## src/common/sioexp_defines.vh

```
// Constants for the serial I/O bus expander
`ifndef SIOEXP_DEFINES_VH
`define SIOEXP_DEFINES_VH
`define SIOEXP_ADDR_W 12
`define SIOEXP_BIT_W 4
`define SIOEXP_VEC_W 16
`define SIOEXP_ID_W 5
`define SIOEXP_NCH 7
`define SIOEXP_ADDR_SEC_A 12'hf80
`define SIOEXP_ADDR_SEC_B 12'hf90
`define SIOEXP_SEC_MASK 12'hff0
`define SIOEXP_CH_A_W 4
`define SIOEXP_CH_B_W 3
`define SIOEXP_CH_B_LO 4
`define SIOEXP_CH_B_NUM0 3'h5
`endif

```

## src/rtl/sioexp_top.v

```verilog
// Serial I/O bus expander: fan-out, interrupt sections A/B, direct interrupt merge
`timescale 1ns/1ps
`include "sioexp_defines.vh"
module sioexp_top (
	// Clock and reset
	input wire core_clk_i,
	input wire arst_n_i,
	// Processor side of the serial I/O bus
	input wire [`SIOEXP_ADDR_W-1:0] serial_addr_i,
	input wire serial_store_clk_i,
	input wire serial_write_bit_i,
	output reg serial_read_bit_o,
	// Board select from slot 1 of this chassis
	input wire board_select_n_i,
	// Fan-out to expansion chassis
	output reg [`SIOEXP_ADDR_W-1:0] chassis_addr_o,
	output reg chassis_store_clk_o,
	output reg chassis_write_bit_o,
	input wire [`SIOEXP_NCH-1:0] chassis_read_bit_i,
	// Interrupt scan from chassis buffer boards
	input wire [`SIOEXP_NCH-1:0] chassis_int_present_i,
	input wire [`SIOEXP_NCH-1:0] chassis_online_i,
	input wire [`SIOEXP_NCH*`SIOEXP_ID_W-1:0] chassis_id_i,
	output reg [`SIOEXP_NCH-1:0] chassis_id_enable_o,
	input wire [`SIOEXP_NCH-1:0] chassis_direct_req_n_i,
	// Section enables (jumpers)
	input wire sec_a_enable_i,
	input wire sec_b_enable_i,
	// Interrupts to processor
	output reg group_a_irq_o,
	output reg group_b_irq_o,
	output reg direct_irq_n_o
);
	// ----------------------------------------
	// Input synchronisers
	// ----------------------------------------
	// Active-low pins are inverted ahead of the flops, so that the
	// cleared synchroniser reads as idle and no false request follows reset
	localparam CTL_W = 5;
	wire [`SIOEXP_ADDR_W-1:0] addr_s;
	wire [`SIOEXP_NCH-1:0] rbit_s;
	wire [`SIOEXP_NCH-1:0] pend_s;
	wire [`SIOEXP_NCH-1:0] onl_s;
	wire [`SIOEXP_NCH-1:0] dreq_s;
	wire [`SIOEXP_NCH*`SIOEXP_ID_W-1:0] id_s;
	wire stclk_s;
	wire wbit_s;
	wire sel_s;
	wire en_a_s;
	wire en_b_s;
	sioexp_sync #(.W(`SIOEXP_ADDR_W)) u_sync_addr (
		.core_clk_i(core_clk_i),
		.arst_n_i(arst_n_i),
		.d_i(serial_addr_i),
		.q_o(addr_s)
	);
	sioexp_sync #(.W(`SIOEXP_NCH)) u_sync_rbit (
		.core_clk_i(core_clk_i),
		.arst_n_i(arst_n_i),
		.d_i(chassis_read_bit_i),
		.q_o(rbit_s)
	);
	sioexp_sync #(.W(`SIOEXP_NCH)) u_sync_pend (
		.core_clk_i(core_clk_i),
		.arst_n_i(arst_n_i),
		.d_i(chassis_int_present_i),
		.q_o(pend_s)
	);
	sioexp_sync #(.W(`SIOEXP_NCH)) u_sync_onl (
		.core_clk_i(core_clk_i),
		.arst_n_i(arst_n_i),
		.d_i(chassis_online_i),
		.q_o(onl_s)
	);
	sioexp_sync #(.W(`SIOEXP_NCH)) u_sync_dreq (
		.core_clk_i(core_clk_i),
		.arst_n_i(arst_n_i),
		.d_i(~chassis_direct_req_n_i),
		.q_o(dreq_s)
	);
	// Each chassis returns its own id lines on its own cable
	sioexp_sync #(.W(`SIOEXP_NCH*`SIOEXP_ID_W)) u_sync_id (
		.core_clk_i(core_clk_i),
		.arst_n_i(arst_n_i),
		.d_i(chassis_id_i),
		.q_o(id_s)
	);
	sioexp_sync #(.W(CTL_W)) u_sync_ctl (
		.core_clk_i(core_clk_i),
		.arst_n_i(arst_n_i),
		.d_i({serial_store_clk_i, serial_write_bit_i, ~board_select_n_i, sec_a_enable_i, sec_b_enable_i}),
		.q_o({stclk_s, wbit_s, sel_s, en_a_s, en_b_s})
	);

	// ----------------------------------------
	// Bus fan-out
	// ----------------------------------------
	always @(posedge core_clk_i or negedge arst_n_i) begin
		if (!arst_n_i) begin
			chassis_addr_o <= {`SIOEXP_ADDR_W{1'b0}};
			chassis_store_clk_o <= 1'b0;
			chassis_write_bit_o <= 1'b0;
		end else begin
			chassis_addr_o <= addr_s;
			chassis_store_clk_o <= stclk_s;
			chassis_write_bit_o <= wbit_s;
		end
	end

	// ----------------------------------------
	// Store clock edge detect
	// ----------------------------------------
	reg stclk_d;
	always @(posedge core_clk_i or negedge arst_n_i) begin
		if (!arst_n_i)
			stclk_d <= 1'b0;
		else
			stclk_d <= stclk_s;
	end
	wire stclk_rise = stclk_s & ~stclk_d;

	// ----------------------------------------
	// Interrupt recognition, sections A and B
	// ----------------------------------------
	wire [`SIOEXP_NCH-1:0] act;
	assign act = pend_s & {{`SIOEXP_CH_B_W{en_b_s}}, {`SIOEXP_CH_A_W{en_a_s}}};
	wire [`SIOEXP_CH_A_W-1:0] act_a = act[`SIOEXP_CH_A_W-1:0];
	wire [`SIOEXP_CH_B_W-1:0] act_b = act[`SIOEXP_NCH-1:`SIOEXP_CH_B_LO];
	// Lowest chassis number wins in each section
	wire [`SIOEXP_CH_A_W-1:0] win_a = act_a & (~act_a + 4'h1);
	wire [`SIOEXP_CH_B_W-1:0] win_b = act_b & (~act_b + 3'h1);
	reg [2:0] num_a;
	reg [2:0] num_b;
	reg [`SIOEXP_ID_W-1:0] id_a;
	reg [`SIOEXP_ID_W-1:0] id_b;
	integer i;
	// Both sections may hold an enabled chassis at once; each takes only its own winner's lane
	always @* begin
		num_a = 3'h0;
		num_b = 3'h0;
		id_a = {`SIOEXP_ID_W{1'b0}};
		id_b = {`SIOEXP_ID_W{1'b0}};
		for (i = 0; i < `SIOEXP_CH_A_W; i = i + 1)
			if (win_a[i]) begin
				num_a = i[2:0] + 3'h1;
				id_a = id_s[i*`SIOEXP_ID_W +: `SIOEXP_ID_W];
			end
		for (i = 0; i < `SIOEXP_CH_B_W; i = i + 1)
			if (win_b[i]) begin
				num_b = i[2:0] + `SIOEXP_CH_B_NUM0;
				id_b = id_s[(i+`SIOEXP_CH_B_LO)*`SIOEXP_ID_W +: `SIOEXP_ID_W];
			end
	end

	// ----------------------------------------
	// Dedicated address decode and bit select
	// ----------------------------------------
	wire page_a = (addr_s & `SIOEXP_SEC_MASK) == `SIOEXP_ADDR_SEC_A;
	wire page_b = (addr_s & `SIOEXP_SEC_MASK) == `SIOEXP_ADDR_SEC_B;
	wire hit_a = sel_s & en_a_s & page_a;
	wire hit_b = sel_s & en_b_s & page_b;
	wire [`SIOEXP_BIT_W-1:0] bit_idx = addr_s[`SIOEXP_BIT_W-1:0];
	// Vector: unit id, chassis number, spare, on-line flags of section
	wire [`SIOEXP_VEC_W-1:0] vec_a = {id_a, num_a, 4'h0, onl_s[`SIOEXP_CH_A_W-1:0]};
	wire [`SIOEXP_VEC_W-1:0] vec_b = {id_b, num_b, 5'h00, onl_s[`SIOEXP_NCH-1:`SIOEXP_CH_B_LO]};
	// Store clock means write; vector bits are read-only, but writing a 1 to either enabled page clears all id enables for one cycle
	wire rd_a = hit_a & ~stclk_s;
	wire rd_b = hit_b & ~stclk_s;
	reg write_seen;
	always @(posedge core_clk_i or negedge arst_n_i) begin
		if (!arst_n_i)
			write_seen <= 1'b0;
		else
			write_seen <= stclk_rise & (hit_a | hit_b) & wbit_s;
	end

	// ----------------------------------------
	// Outputs
	// ----------------------------------------
	reg [`SIOEXP_NCH-1:0] next_id_en;
	always @* begin
		next_id_en = {win_b, win_a};
		if (write_seen)
			next_id_en = {`SIOEXP_NCH{1'b0}};
	end
	always @(posedge core_clk_i or negedge arst_n_i) begin
		if (!arst_n_i) begin
			serial_read_bit_o <= 1'b0;
			chassis_id_enable_o <= {`SIOEXP_NCH{1'b0}};
			group_a_irq_o <= 1'b0;
			group_b_irq_o <= 1'b0;
			direct_irq_n_o <= 1'b1;
		end else begin
			chassis_id_enable_o <= next_id_en;
			group_a_irq_o <= |act_a;
			group_b_irq_o <= |act_b;
			direct_irq_n_o <= ~|dreq_s;
			if (rd_a)
				serial_read_bit_o <= vec_a[`SIOEXP_VEC_W-1-bit_idx];
			else if (rd_b)
				serial_read_bit_o <= vec_b[`SIOEXP_VEC_W-1-bit_idx];
			// Dedicated pages never fall through, so a disabled section leaves the line to a second expander
			else if (sel_s & ~stclk_s & ~page_a & ~page_b)
				serial_read_bit_o <= |rbit_s;
			else
				serial_read_bit_o <= 1'b0;
		end
	end
endmodule // sioexp_top

```

## src/rtl/sioexp_sync.v

```verilog
// Two-flop synchroniser, parameterised width
`timescale 1ns/1ps
module sioexp_sync #(
	parameter W = 1
) (
	input wire core_clk_i,
	input wire arst_n_i,
	input wire [W-1:0] d_i,
	output reg [W-1:0] q_o
);
	reg [W-1:0] meta;
	always @(posedge core_clk_i or negedge arst_n_i) begin
		if (!arst_n_i) begin
			meta <= {W{1'b0}};
			q_o <= {W{1'b0}};
		end else begin
			meta <= d_i;
			q_o <= meta;
		end
	end
endmodule // sioexp_sync

```

## config.mk

```make
export PLATFORM = sky130hd
export DESIGN_NAME = sioexp_top
export DESIGN_NICKNAME = d
export VERILOG_FILES = /design/src/rtl/sioexp_top.v /design/src/rtl/sioexp_sync.v
export VERILOG_INCLUDE_DIRS = /design/src /design/src/common
export SDC_FILE = /design/constraint.sdc
export NUM_CORES = 1
export LEC_CHECK = 0
export BUFFER_PORTS_ARGS = -buffer_cell sky130_fd_sc_hd__buf_2
export CAP_MARGIN = 25
export CELL_PAD_IN_SITES_DETAIL_PLACEMENT = 0
export CELL_PAD_IN_SITES_GLOBAL_PLACEMENT = 1
export CORE_MARGIN = 2
export CORE_UTILIZATION = 50
export CTS_BUF_LIST = sky130_fd_sc_hd__clkbuf_2
export DETAILED_ROUTE_END_ITERATION = 10
export HOLD_SLACK_MARGIN = 0.03
export PLACE_DENSITY_LB_ADDON = 0.05
export SLEW_MARGIN = 20
export SYNTH_ARGS = -nofsm -noshare
export SYNTH_HDL_FRONTEND = slang
export SYNTH_SLANG_ARGS = --single-unit
```

## constraint.sdc

```tcl
create_clock -name core_clk_i -period 3.3 [get_ports core_clk_i]
set_clock_uncertainty 0.2 [all_clocks]
set_input_delay 0.495 -clock core_clk_i [delete_from_list [all_inputs] [get_ports core_clk_i]]
set_output_delay 0.495 -clock core_clk_i [all_outputs]
set_load 0.01 [all_outputs]
```

---- Word-level counts from Yosys, hierarchy flattened ----
Index checks and enable logic that the tools add are counted.
storage, ports and cells
  output and inout port bits .............. 25
  word-level logic and storage cells ...... 80
  register bits ........................... 186
cells by class
  magnitude comparators ................... 1
  bitwise operators ....................... 24
  $add $sub $neg .......................... 3
  reduce and logical (&&, ||, !) cells .... 5
  eq/ne operators ......................... 2
  muxes and demuxes ....................... 22
operators by type and width
  kind                 count
  $mux 5               7
  $lt 32x5->1 const B  1
  $mux 3               6
  $eq 8x8->1 const B   2
  $reduce_or 7->1      2
  $and 1x1->1          12
  $bmux 1 s4           2
  $and 7x7->7          1
  $mux 7               1
  $not 7->7            1
  $mux 1               6
  $not 1->1            5
  $sub 4x4->5 const A  1
  $add 4x1->4 const B  1
  $and 4x4->4          1
  $not 4->4            1
  $reduce_or 4->1      1
  $add 3x1->3 const B  1
  $and 3x3->3          1
  $not 3->3            1
  $reduce_or 3->1      1
  $logic_not 1->1      1
  $or 1x1->1           1

---- Depth between registers and ports, before layout ----
Gate-level depths: netlist (run 1).
  word-level depth ........................ 11
  depth in mapped cells ................... 7
  depth with buffers taken out ............ 5

---- Hierarchy ----
From an unflattened synthesis (run 1), not the netlist that was laid out.
unflattened totals
  cells, all modules ...................... 316
  area total of the unflattened synthesis .. 5484.0 sq um
modules (own cells, without submodules)
  module                         sequential area each (sq um)  times used  area each (sq um)  cells each
  sioexp_sync (u_sync_id)        1751.7                        1           1751.7             70
  sioexp_top                     651.9                         1           1480.2             156
  sioexp_sync (u_sync_dreq ...)  350.3                         4           350.3              14
  sioexp_sync (u_sync_addr)      600.6                         1           600.6              24
  sioexp_sync (u_sync_ctl)       250.2                         1           250.2              10

---- Worst setup path before layout (run 1) ----
No wires, ideal clock.
  path kind ............................... reg-to-reg
  start ................................... register u_sync_addr.q_o[5]
  end ..................................... register serial_read_bit_o
  setup slack ............................. 1.460 ns
  setup time .............................. 0.094 ns
  cell stages (with the launch flop) ...... 6
  data required time ...................... 3.006 ns
  buffers on the path ..................... 0
  data arrival time ....................... 1.546 ns
  cells stage by stage .................... dfrtp_1 -> or3b_1 -> or2_4 -> nor4_2 -> o2111ai_1 -> a211oi_1
between the ends
  cells in the longest elaborated chain, start to end .. 7
RTL lines
  what                       line              source
  start: declaration         sioexp_sync.v:9   output reg [W-1:0] q_o
  start signal: assignment   sioexp_sync.v:15  q_o <= {W{1'b0}};
  start signal: assignment   sioexp_sync.v:18  q_o <= meta;
  $eq 8x8->1 (no line)       --
  $not 1->1                  sioexp_top.v:203  else if (sel_s & ~stclk_s & ~page_a & ~page_b)
  $and 1x1->1 (2 in series)  sioexp_top.v:203
  $mux 1                     sioexp_top.v:203
  $mux 1                     sioexp_top.v:200  else if (rd_b)
  $mux 1 (*)                 sioexp_top.v:198  if (rd_a)
  end signal: assignment     sioexp_top.v:199  serial_read_bit_o <= vec_a[`SIOEXP_VEC_W-1-bit_idx];
  end signal: assignment     sioexp_top.v:201  serial_read_bit_o <= vec_b[`SIOEXP_VEC_W-1-bit_idx];
  end signal: assignment     sioexp_top.v:204  serial_read_bit_o <= |rbit_s;
  end: declaration           sioexp_top.v:12   output reg serial_read_bit_o,
Every way passes the cells marked *; elsewhere a longest branch is shown, timed or not.

---- Final worst setup path (run 1) ----
  start ................................... register direct_irq_n_o
  end ..................................... output port direct_irq_n_o
RTL lines
  what                      line              source
  start: declaration        sioexp_top.v:32   output reg direct_irq_n_o
  start signal: assignment  sioexp_top.v:197  direct_irq_n_o <= ~|dreq_s;
No word-level cell between the ends.

==> impl_metrics.json, run 1 <==
{
  "critical_path_peak_fanout": 1,
  "regArea_sq_um": 4660,
  "fin_crit_ns": 2.13,
  "synth_edf_count": 0,
  "p_int_w": 0.00277,
  "synth_nets": 401,
  "drtAntennaViolNets": 0,
  "ys_seq_area_frac": 0.846,
  "crit_type": "reg -> out",
  "grt_pass1_wl_microns": 15400,
  "status": "finished, final reports clean",
  "synth_area_per_cell_sq_um": 17.3,
  "core_area_sq_um": 10800,
  "cp.arrival_ns": 1.43,
  "slowest_stage": "dfstp_2",
  "swShare": 0.257,
  "start_util": 0.510,
  "power_frac_comb": 0.066,
  "cts_sinks": 186,
  "fmax_mhz": 470,
  "slowest_delay_ns": 0.59,
  "grt_setup_unrepaired": "false",
  "worst_path_dominant_cell_family": "flip-flops",
  "vias": 3094,
  "yosysWarnings": 0,
  "relSlewSlack": 0.555,
  "grt_max_degree": 87,
  "wl_per_cell_microns": 14.2,
  "die_area_sq_um": 11900,
  "tns_ns": 0,
  "crit_chain": "buf_2",
  "syn-cell-area_sq_um": 5500,
  "min_path_type": "in -> async",
  "antenna_cells": 0,
  "rows": 38,
  "ctsResizeCount": 0,
  "worstPathRequired_ns": 2.60,
  "worstSkewPairLatency_ns": 0.73,
  "powerDensity_nw_per_um2": 515,
  "seqPwrFrac": 0.656,
  "clkPwrFrac": 0.278,
  "synth-async-reset-ratio": 1.00,
  "cts_tree": "built",
  "drtIter0Drc": 136,
  "drive_gt1_frac": 0.273,
  "clk_path_buf_depth": 2,
  "fill_cells": 785,
  "multi_input_area_sq_um": 751,
  "p_sw_w": 0.000960,
  "place_hpwl_microns": 5840,
  "gp_congestion": 0.746,
  "power.total_w": 0.00373,
  "drtPass1Iterations": 4,
  "vdd_drop_max_v": 0.000432,
  "setup-violations-final": 0,
  "vias_per_cell": 4.60,
  "p_leak_nw": 3.41,
  "crit_buf_inv": 1,
  "area_growth_pct": 31.8,
  "ys_seq_elements": 186,
  "antenna_found_initial": 0,
  "cts_htree_levels": 4,
  "synth_cell_types": 48,
  "tightest_slew_ns": 0.667,
  "stdcell_count": 672,
  "grt_overflow": 0,
  "grt_pass1_vias": 3188,
  "cts_buffers": 17,
  "clk_pin_slew_worst_paths_ns": 0.28,
  "dp.cells": 559,
  "max_cap_violations": 0,
  "finalWirelength_microns": 9530,
  "post-cts-setup-buffers": 0,
  "ios": 107,
  "port_buffers": 106,
  "drcViolationCount": 0,
  "cts-root-buf": "clkbuf_2",
  "startpoint_type": "flop",
  "final_max_slew_viol_count": 0,
  "cts_hold_repair.buffers": 81,
  "die_h_microns": 109,
  "min_period_over_period": 0.645,
  "synth_flop_cell": "dfrtp_1",
  "fin_nets": 601,
  "hold_viol_final": 0,
  "setup.worst_path.end_class": "output port",
  "syn_inst": 319,
  "die_w_microns": 109,
  "grt_usage": 0.180
}
==> power groups by stage <==
stage,Sequential [W],Combinational (W),Clock [W]
6_report,0.00245,0.000246,0.00104
5_1_grt,0.00247,0.000277,0.00118
4_1_cts,0.00245,0.000250,0.00107
3_5_place_dp,0.00249,0.000176,0
3_3_place_gp,0.00249,0.000173,0
2_1_floorplan,0.00247,0.0000569,0
==> per-stage QoR <==
step | utilization | instance area, sq um | hold slack, ns | worst slack (ns)
6_report | 0.672 | 7250 | 0.122 | 1.17
5_1_grt | 0.672 | 7250 | 0.0584 | 1.04
4_1_cts | 0.672 | 7250 | 0.102 | 1.11
3_5_place_dp | 0.577 | 6220 | 0.135 | 1.22
3_3_place_gp | 0.577 | 6220 | 0.132 | 1.30
2_1_floorplan | - | 5500 | -0.000591 | 1.46
==> worst paths after layout <==
kind	start	to	slack (ns)	cells after the start
max	direct_irq_n_o	direct_irq_n_o	1.17	1
min	arst_n_i	u_sync_onl.q_o[2]	0.12	2
max reg2reg	u_sync_pend.q_o[1]	serial_read_bit_o	1.18	5
min reg2reg	u_sync_dreq.q_o[3]	direct_irq_n_o	0.17	1
max in group asynchronous	arst_n_i	direct_irq_n_o	2.03	3
min in group core_clk_i	u_sync_dreq.q_o[3]	direct_irq_n_o	0.17	1
==> flip-flops by register name, indices dropped and copies added (netlist names), 5 cells and up <==
signal and cells:
chassis_addr_o 12, chassis_id_enable_o 7, u_sync_addr.meta 12, u_sync_addr.q_o 12, u_sync_ctl.meta 5, u_sync_ctl.q_o 5, u_sync_dreq.meta 7, u_sync_dreq.q_o 7
u_sync_id.meta 35, u_sync_id.q_o 35, u_sync_onl.meta 7, u_sync_onl.q_o 7, u_sync_pend.meta 7, u_sync_pend.q_o 7, u_sync_rbit.meta 7, u_sync_rbit.q_o 7
==> routing by layer <==
metal,track usage,wire length (microns),vias to the layer above
li1,-,-,1486
met1,0.248,4310,1511
met2,0.268,4560,84
met3,0.0628,505,13
met4,0.0641,152,0
met5,0,0,-
==> area by class of cell <==
cell class / count / share of cell area
flip-flops and latches: 186 / 0.642
well taps: 140 / 0.0242
clock inverters: 14 / 0.0174
clock buffers: 18 / 0.0124
multi-input cells: 108 / 0.104
repair buffers: 189 / 0.192
inverters: 17 / 0.00880
==> synth_stat cells, drive strengths merged (3+ instances only) <==
cell type | instances | area share
dfrtp | 185 | 0.84
inv | 17 | 0.012
nand2 | 14 | 0.0095
a21oi | 13 | 0.012
o21ai | 7 | 0.0064
clkbuf | 6 | 0.0041
nand2b | 6 | 0.0068
nor2 | 4 | 0.0027
nor2b | 4 | 0.0045
nor4 | 4 | 0.0057
o2111ai | 4 | 0.0064
a31oi | 3 | 0.0034
and2 | 3 | 0.0034
and3b | 3 | 0.0048
nand3 | 3 | 0.0027
nor4bb | 3 | 0.0055
==> cells in the final DEF, fill, tap and decap left out, types with 4 or more instances in the layout <==
master and instances:
a21oi_1 13, buf_2 105, clkbuf_2 18, dfrtp_1 185
dlygate4sd3_1 81, inv_1 17, inv_6 4, inv_8 6
nand2_1 14, nand2b_1 6, nor2_1 4, nor2b_1 4
o2111ai_1 4, o21ai_0 7
==> kinds of logic (layout without fill, tap and decap cells) <==
kind of cell,count (synthesis),after routing,share of synthesized area
buffers and inverters,25,238,0.0175
multiplexers,4,4,0.00978
AO/OA/AOI/OAI,44,44,0.0548
AND/OR/NAND/NOR,60,60,0.0719
flip-flops,186,186,0.846
(Power assumes the default switching activity.)
==> inputs of run 2 (changes only) <==
--- a/config.mk
+++ b/config.mk
@@ -11,7 +11,7 @@
 export CELL_PAD_IN_SITES_DETAIL_PLACEMENT = 0
 export CELL_PAD_IN_SITES_GLOBAL_PLACEMENT = 1
 export CORE_MARGIN = 2
-export CORE_UTILIZATION = 50
+export CORE_UTILIZATION = 47
 export CTS_BUF_LIST = sky130_fd_sc_hd__clkbuf_2
 export DETAILED_ROUTE_END_ITERATION = 10
 export HOLD_SLACK_MARGIN = 0.03
==> constraint.sdc (replaced) <==
create_clock -name core_clk_i -period 2.03 [get_ports core_clk_i]
set_clock_uncertainty 0.2 [all_clocks]
set_input_delay 0.3045 -clock core_clk_i [delete_from_list [all_inputs] [get_ports core_clk_i]]
set_output_delay 0.3045 -clock core_clk_i [all_outputs]
set_load 0.01 [all_outputs]
==> impl_metrics.json, run 2 <==
{
  "status": "did not finish",
  "lastStage": "clock tree synthesis (4_1_cts)",
  "toolErrorMsg": "[ERROR RSZ-0060] Max buffer count reached.",
  "synth_cell_types": 48,
  "synth_edf_count": 0,
  "clk_path_buf_depth": 2,
  "ctsResizeCount": 2,
  "place_hpwl_microns": 6230,
  "dp_slack_ns": -0.000477,
  "start_util": 0.482,
  "synth_top_area_frac": 0.841,
  "die_w_microns": 112,
  "ios": 107,
  "dpl_cell_area_sq_um": 6310,
  "gp_congestion": 0.798,
  "synth-async-reset-ratio": 1.00,
  "post-cts-setup-buffers": 0,
  "die_h_microns": 112,
  "port_buffers": 106,
  "synth_most_common_cell": "dfrtp_1",
  "cts_sinks": 186,
  "synth_area_per_cell_sq_um": 17.3,
  "yosysWarnings": 0,
  "ys_seq_elements": 186,
  "cts_buffers": 17,
  "cts_htree_levels": 4,
  "yosys.area.top_type": "dfrtp_1",
  "synth.area.top_cells": "dfrtp_1 (84%), a21oi_1 (1.2%), inv_1 (1.2%)",
  "rows": 39,
  "synth_top_cells_by_count": "dfrtp_1 (185), inv_1 (17), nand2_1 (14)",
  "synth_flop_cell": "dfrtp_1",
  "ys_seq_area_frac": 0.846,
  "syn_inst": 319,
  "synth_nets": 401,
  "syn-cell-area_sq_um": 5500,
  "cts_hold_repair.buffers": 122,
  "cts-root-buf": "clkbuf_2"
}
run 2: metrics by stage:
step | instances | hold slack (ns)
2_1_floorplan | 319 | -0.191
3_5_place_dp | 571 | 0.110
3_3_place_gp | 571 | 0.115
run 2: cells by family after synthesis:
kind of cell,synth area share
AOI/OAI and AO/OA,0.0548
DFF,0.846
buffers and inverters,0.0175
muxes,0.00978
and+or+nand+nor,0.0719
==> inputs of run 3 (changes only) <==
--- a/config.mk
+++ b/config.mk
@@ -8,14 +8,10 @@
 export LEC_CHECK = 0
 export BUFFER_PORTS_ARGS = -buffer_cell sky130_fd_sc_hd__buf_2
 export CAP_MARGIN = 25
-export CELL_PAD_IN_SITES_DETAIL_PLACEMENT = 0
-export CELL_PAD_IN_SITES_GLOBAL_PLACEMENT = 1
 export CORE_MARGIN = 2
-export CORE_UTILIZATION = 47
-export CTS_BUF_LIST = sky130_fd_sc_hd__clkbuf_2
+export CORE_UTILIZATION = 35
 export DETAILED_ROUTE_END_ITERATION = 10
-export HOLD_SLACK_MARGIN = 0.03
-export PLACE_DENSITY_LB_ADDON = 0.05
+export PLACE_DENSITY_LB_ADDON = 0.15
 export SLEW_MARGIN = 20
 export SYNTH_ARGS = -nofsm -noshare
 export SYNTH_HDL_FRONTEND = slang
==> impl_metrics.json, run 3 (same netlist as run 1, synthesis figures left out) <==
{
  "hold_ws_ns": 0.144,
  "grt_overflow": 0,
  "setup_ws_ns": 0.0997,
  "vias": 3165,
  "worstPathRequired_ns": 2.17,
  "grt_setup_unrepaired": "true",
  "min_period_over_period": 0.951,
  "stdcell_count": 753,
  "worstSkewPairLatency_ns": 0.42,
  "final_common_cell": "dfrtp_1",
  "antenna_found_initial": 0,
  "vias_per_cell": 4.20,
  "p_leak_nw": 3.62,
  "rows": 45,
  "critical_path_peak_fanout": 12,
  "crit_type": "reg -> reg",
  "seqPwrFrac": 0.521,
  "area_growth_pct": 42.6,
  "core_area_sq_um": 15300,
  "cts_sinks": 186,
  "wl_per_cell_microns": 14.1,
  "clkPwrFrac": 0.421,
  "antenna_cells": 0,
  "cts-root-buf": "clkbuf_16",
  "tns_ns": 0,
  "relSlewSlack": 0.688,
  "p_sw_w": 0.00164,
  "startpoint_type": "flop",
  "start_util": 0.361,
  "dp.cells": 640,
  "cp.arrival_ns": 2.07,
  "clk_pin_slew_worst_paths_ns": 0.06,
  "reg_top3": "u_sync_id.meta (35), u_sync_id.q_o (35)",
  "ios": 107,
  "drcViolationCount": 0,
  "powerDensity_nw_per_um2": 972,
  "die_h_microns": 129,
  "status": "finished, final reports clean",
  "cts_buffers": 17,
  "cts_htree_levels": 4,
  "fin_nets": 611,
  "p_int_w": 0.00598,
  "setup-violations-final": 0,
  "power_frac_comb": 0.057,
  "dp_slack_ns": 0.0273,
  "port_buffers": 106,
  "grt_pass1_vias": 3320,
  "cts_tree": "built",
  "swShare": 0.215,
  "fin_crit_ns": 1.93,
  "die_w_microns": 129,
  "gp_congestion": 0.755,
  "drive_gt1_frac": 0.304,
  "drtIter0Drc": 203,
  "layout_common_cells": "dfrtp_1 (184), buf_2 (105), dlygate4sd3_1 (81)",
  "max_cap_violations": 0,
  "finalWirelength_microns": 10600,
  "vdd_drop_max_v": 0.000585,
  "clk_path_buf_depth": 2,
  "post-cts-setup-buffers": 0,
  "drtAntennaViolNets": 0,
  "drtPass1Iterations": 4,
  "grt_usage": 0.139,
  "place_hpwl_microns": 6800,
  "min_path_type": "reg -> reg",
  "grt_pass1_wl_microns": 17000,
  "setup.worst_path.end_class": "flop",
  "final_max_slew_viol_count": 0,
  "grt_max_degree": 60,
  "tightest_slew_ns": 0.467,
  "die_area_sq_um": 16700,
  "hold_viol_final": 0,
  "fmax_mhz": 518
}
## run 3: cell type report
class | instances | area, sq um
clock buffers | 19 | 443
clock inverters | 13 | 144
fillers | 1302 | 7410
inverters | 17 | 63.8
multi-input cells | 108 | 811
flip-flops and latches | 186 | 4660
well taps | 211 | 264
repair buffers | 199 | 1470
## run 3: layer usage
layer  part of all wire  GRT usage  vias to the layer above  wire length [microns]
met4              0.017     0.0595                        0                    182
met3              0.063     0.0545                       13                    668
met2               0.47      0.206                       93                   5010
met1               0.45      0.182                     1555                   4780
li1                   -          -                     1504                      -
met5                  0          0                        -                      0
## run 3: metrics by stage
step	instance area, sq um	utilization	total power, W
floorplan	5500	-	0.00411
global placement	6390	0.419	0.00435
detailed placement	6390	0.419	0.00436
CTS	7790	0.510	0.00772
global route	7850	0.514	0.00795
finish	7850	0.514	0.00762
## run 3: worst paths after layout
kind | endpoint | slack (ns) | cells after the start | startpoint
worst max-delay path | serial_read_bit_o | 0.1 | 6 | u_sync_pend.q_o[1]
worst max register to register | serial_read_bit_o | 0.1 | 6 | u_sync_pend.q_o[1]
worst min register to register | u_sync_id.q_o[14] | 0.14 | 0 | u_sync_id.meta[14]
min in group asynchronous | u_sync_dreq.meta[0] | 0.20 | 2 | arst_n_i
worst min-delay path | u_sync_id.q_o[14] | 0.14 | 0 | u_sync_id.meta[14]
max in group asynchronous | u_sync_addr.q_o[1] | 0.78 | 3 | arst_n_i
## run 3: critical path, cell delays in order (launching register included)
cell and delay [ns]:
dfrtp_1 0.38, buf_4 0.18, nor3b_1 0.43, a21oi_1 0.08
o211ai_1 0.28, a311oi_2 0.15, a211oi_2 0.16
## run 3: power by group through the flow
stage,combinational (W),clock (W),sequential (W)
after floorplan,0.0000925,0,0.00402
after global placement,0.000313,0,0.00404
after detailed placement,0.000318,0,0.00404
after CTS,0.000438,0.00331,0.00398
after global routing,0.000488,0.00346,0.00400
final,0.000437,0.00321,0.00398
## run 3: repair_timing
item                                   in CTS  in global routing
setup endpoints to repair                   0                  1
gates resized for setup                     0                 11
hold buffers                               81                  0
endpoints found under the hold margin     131                  0
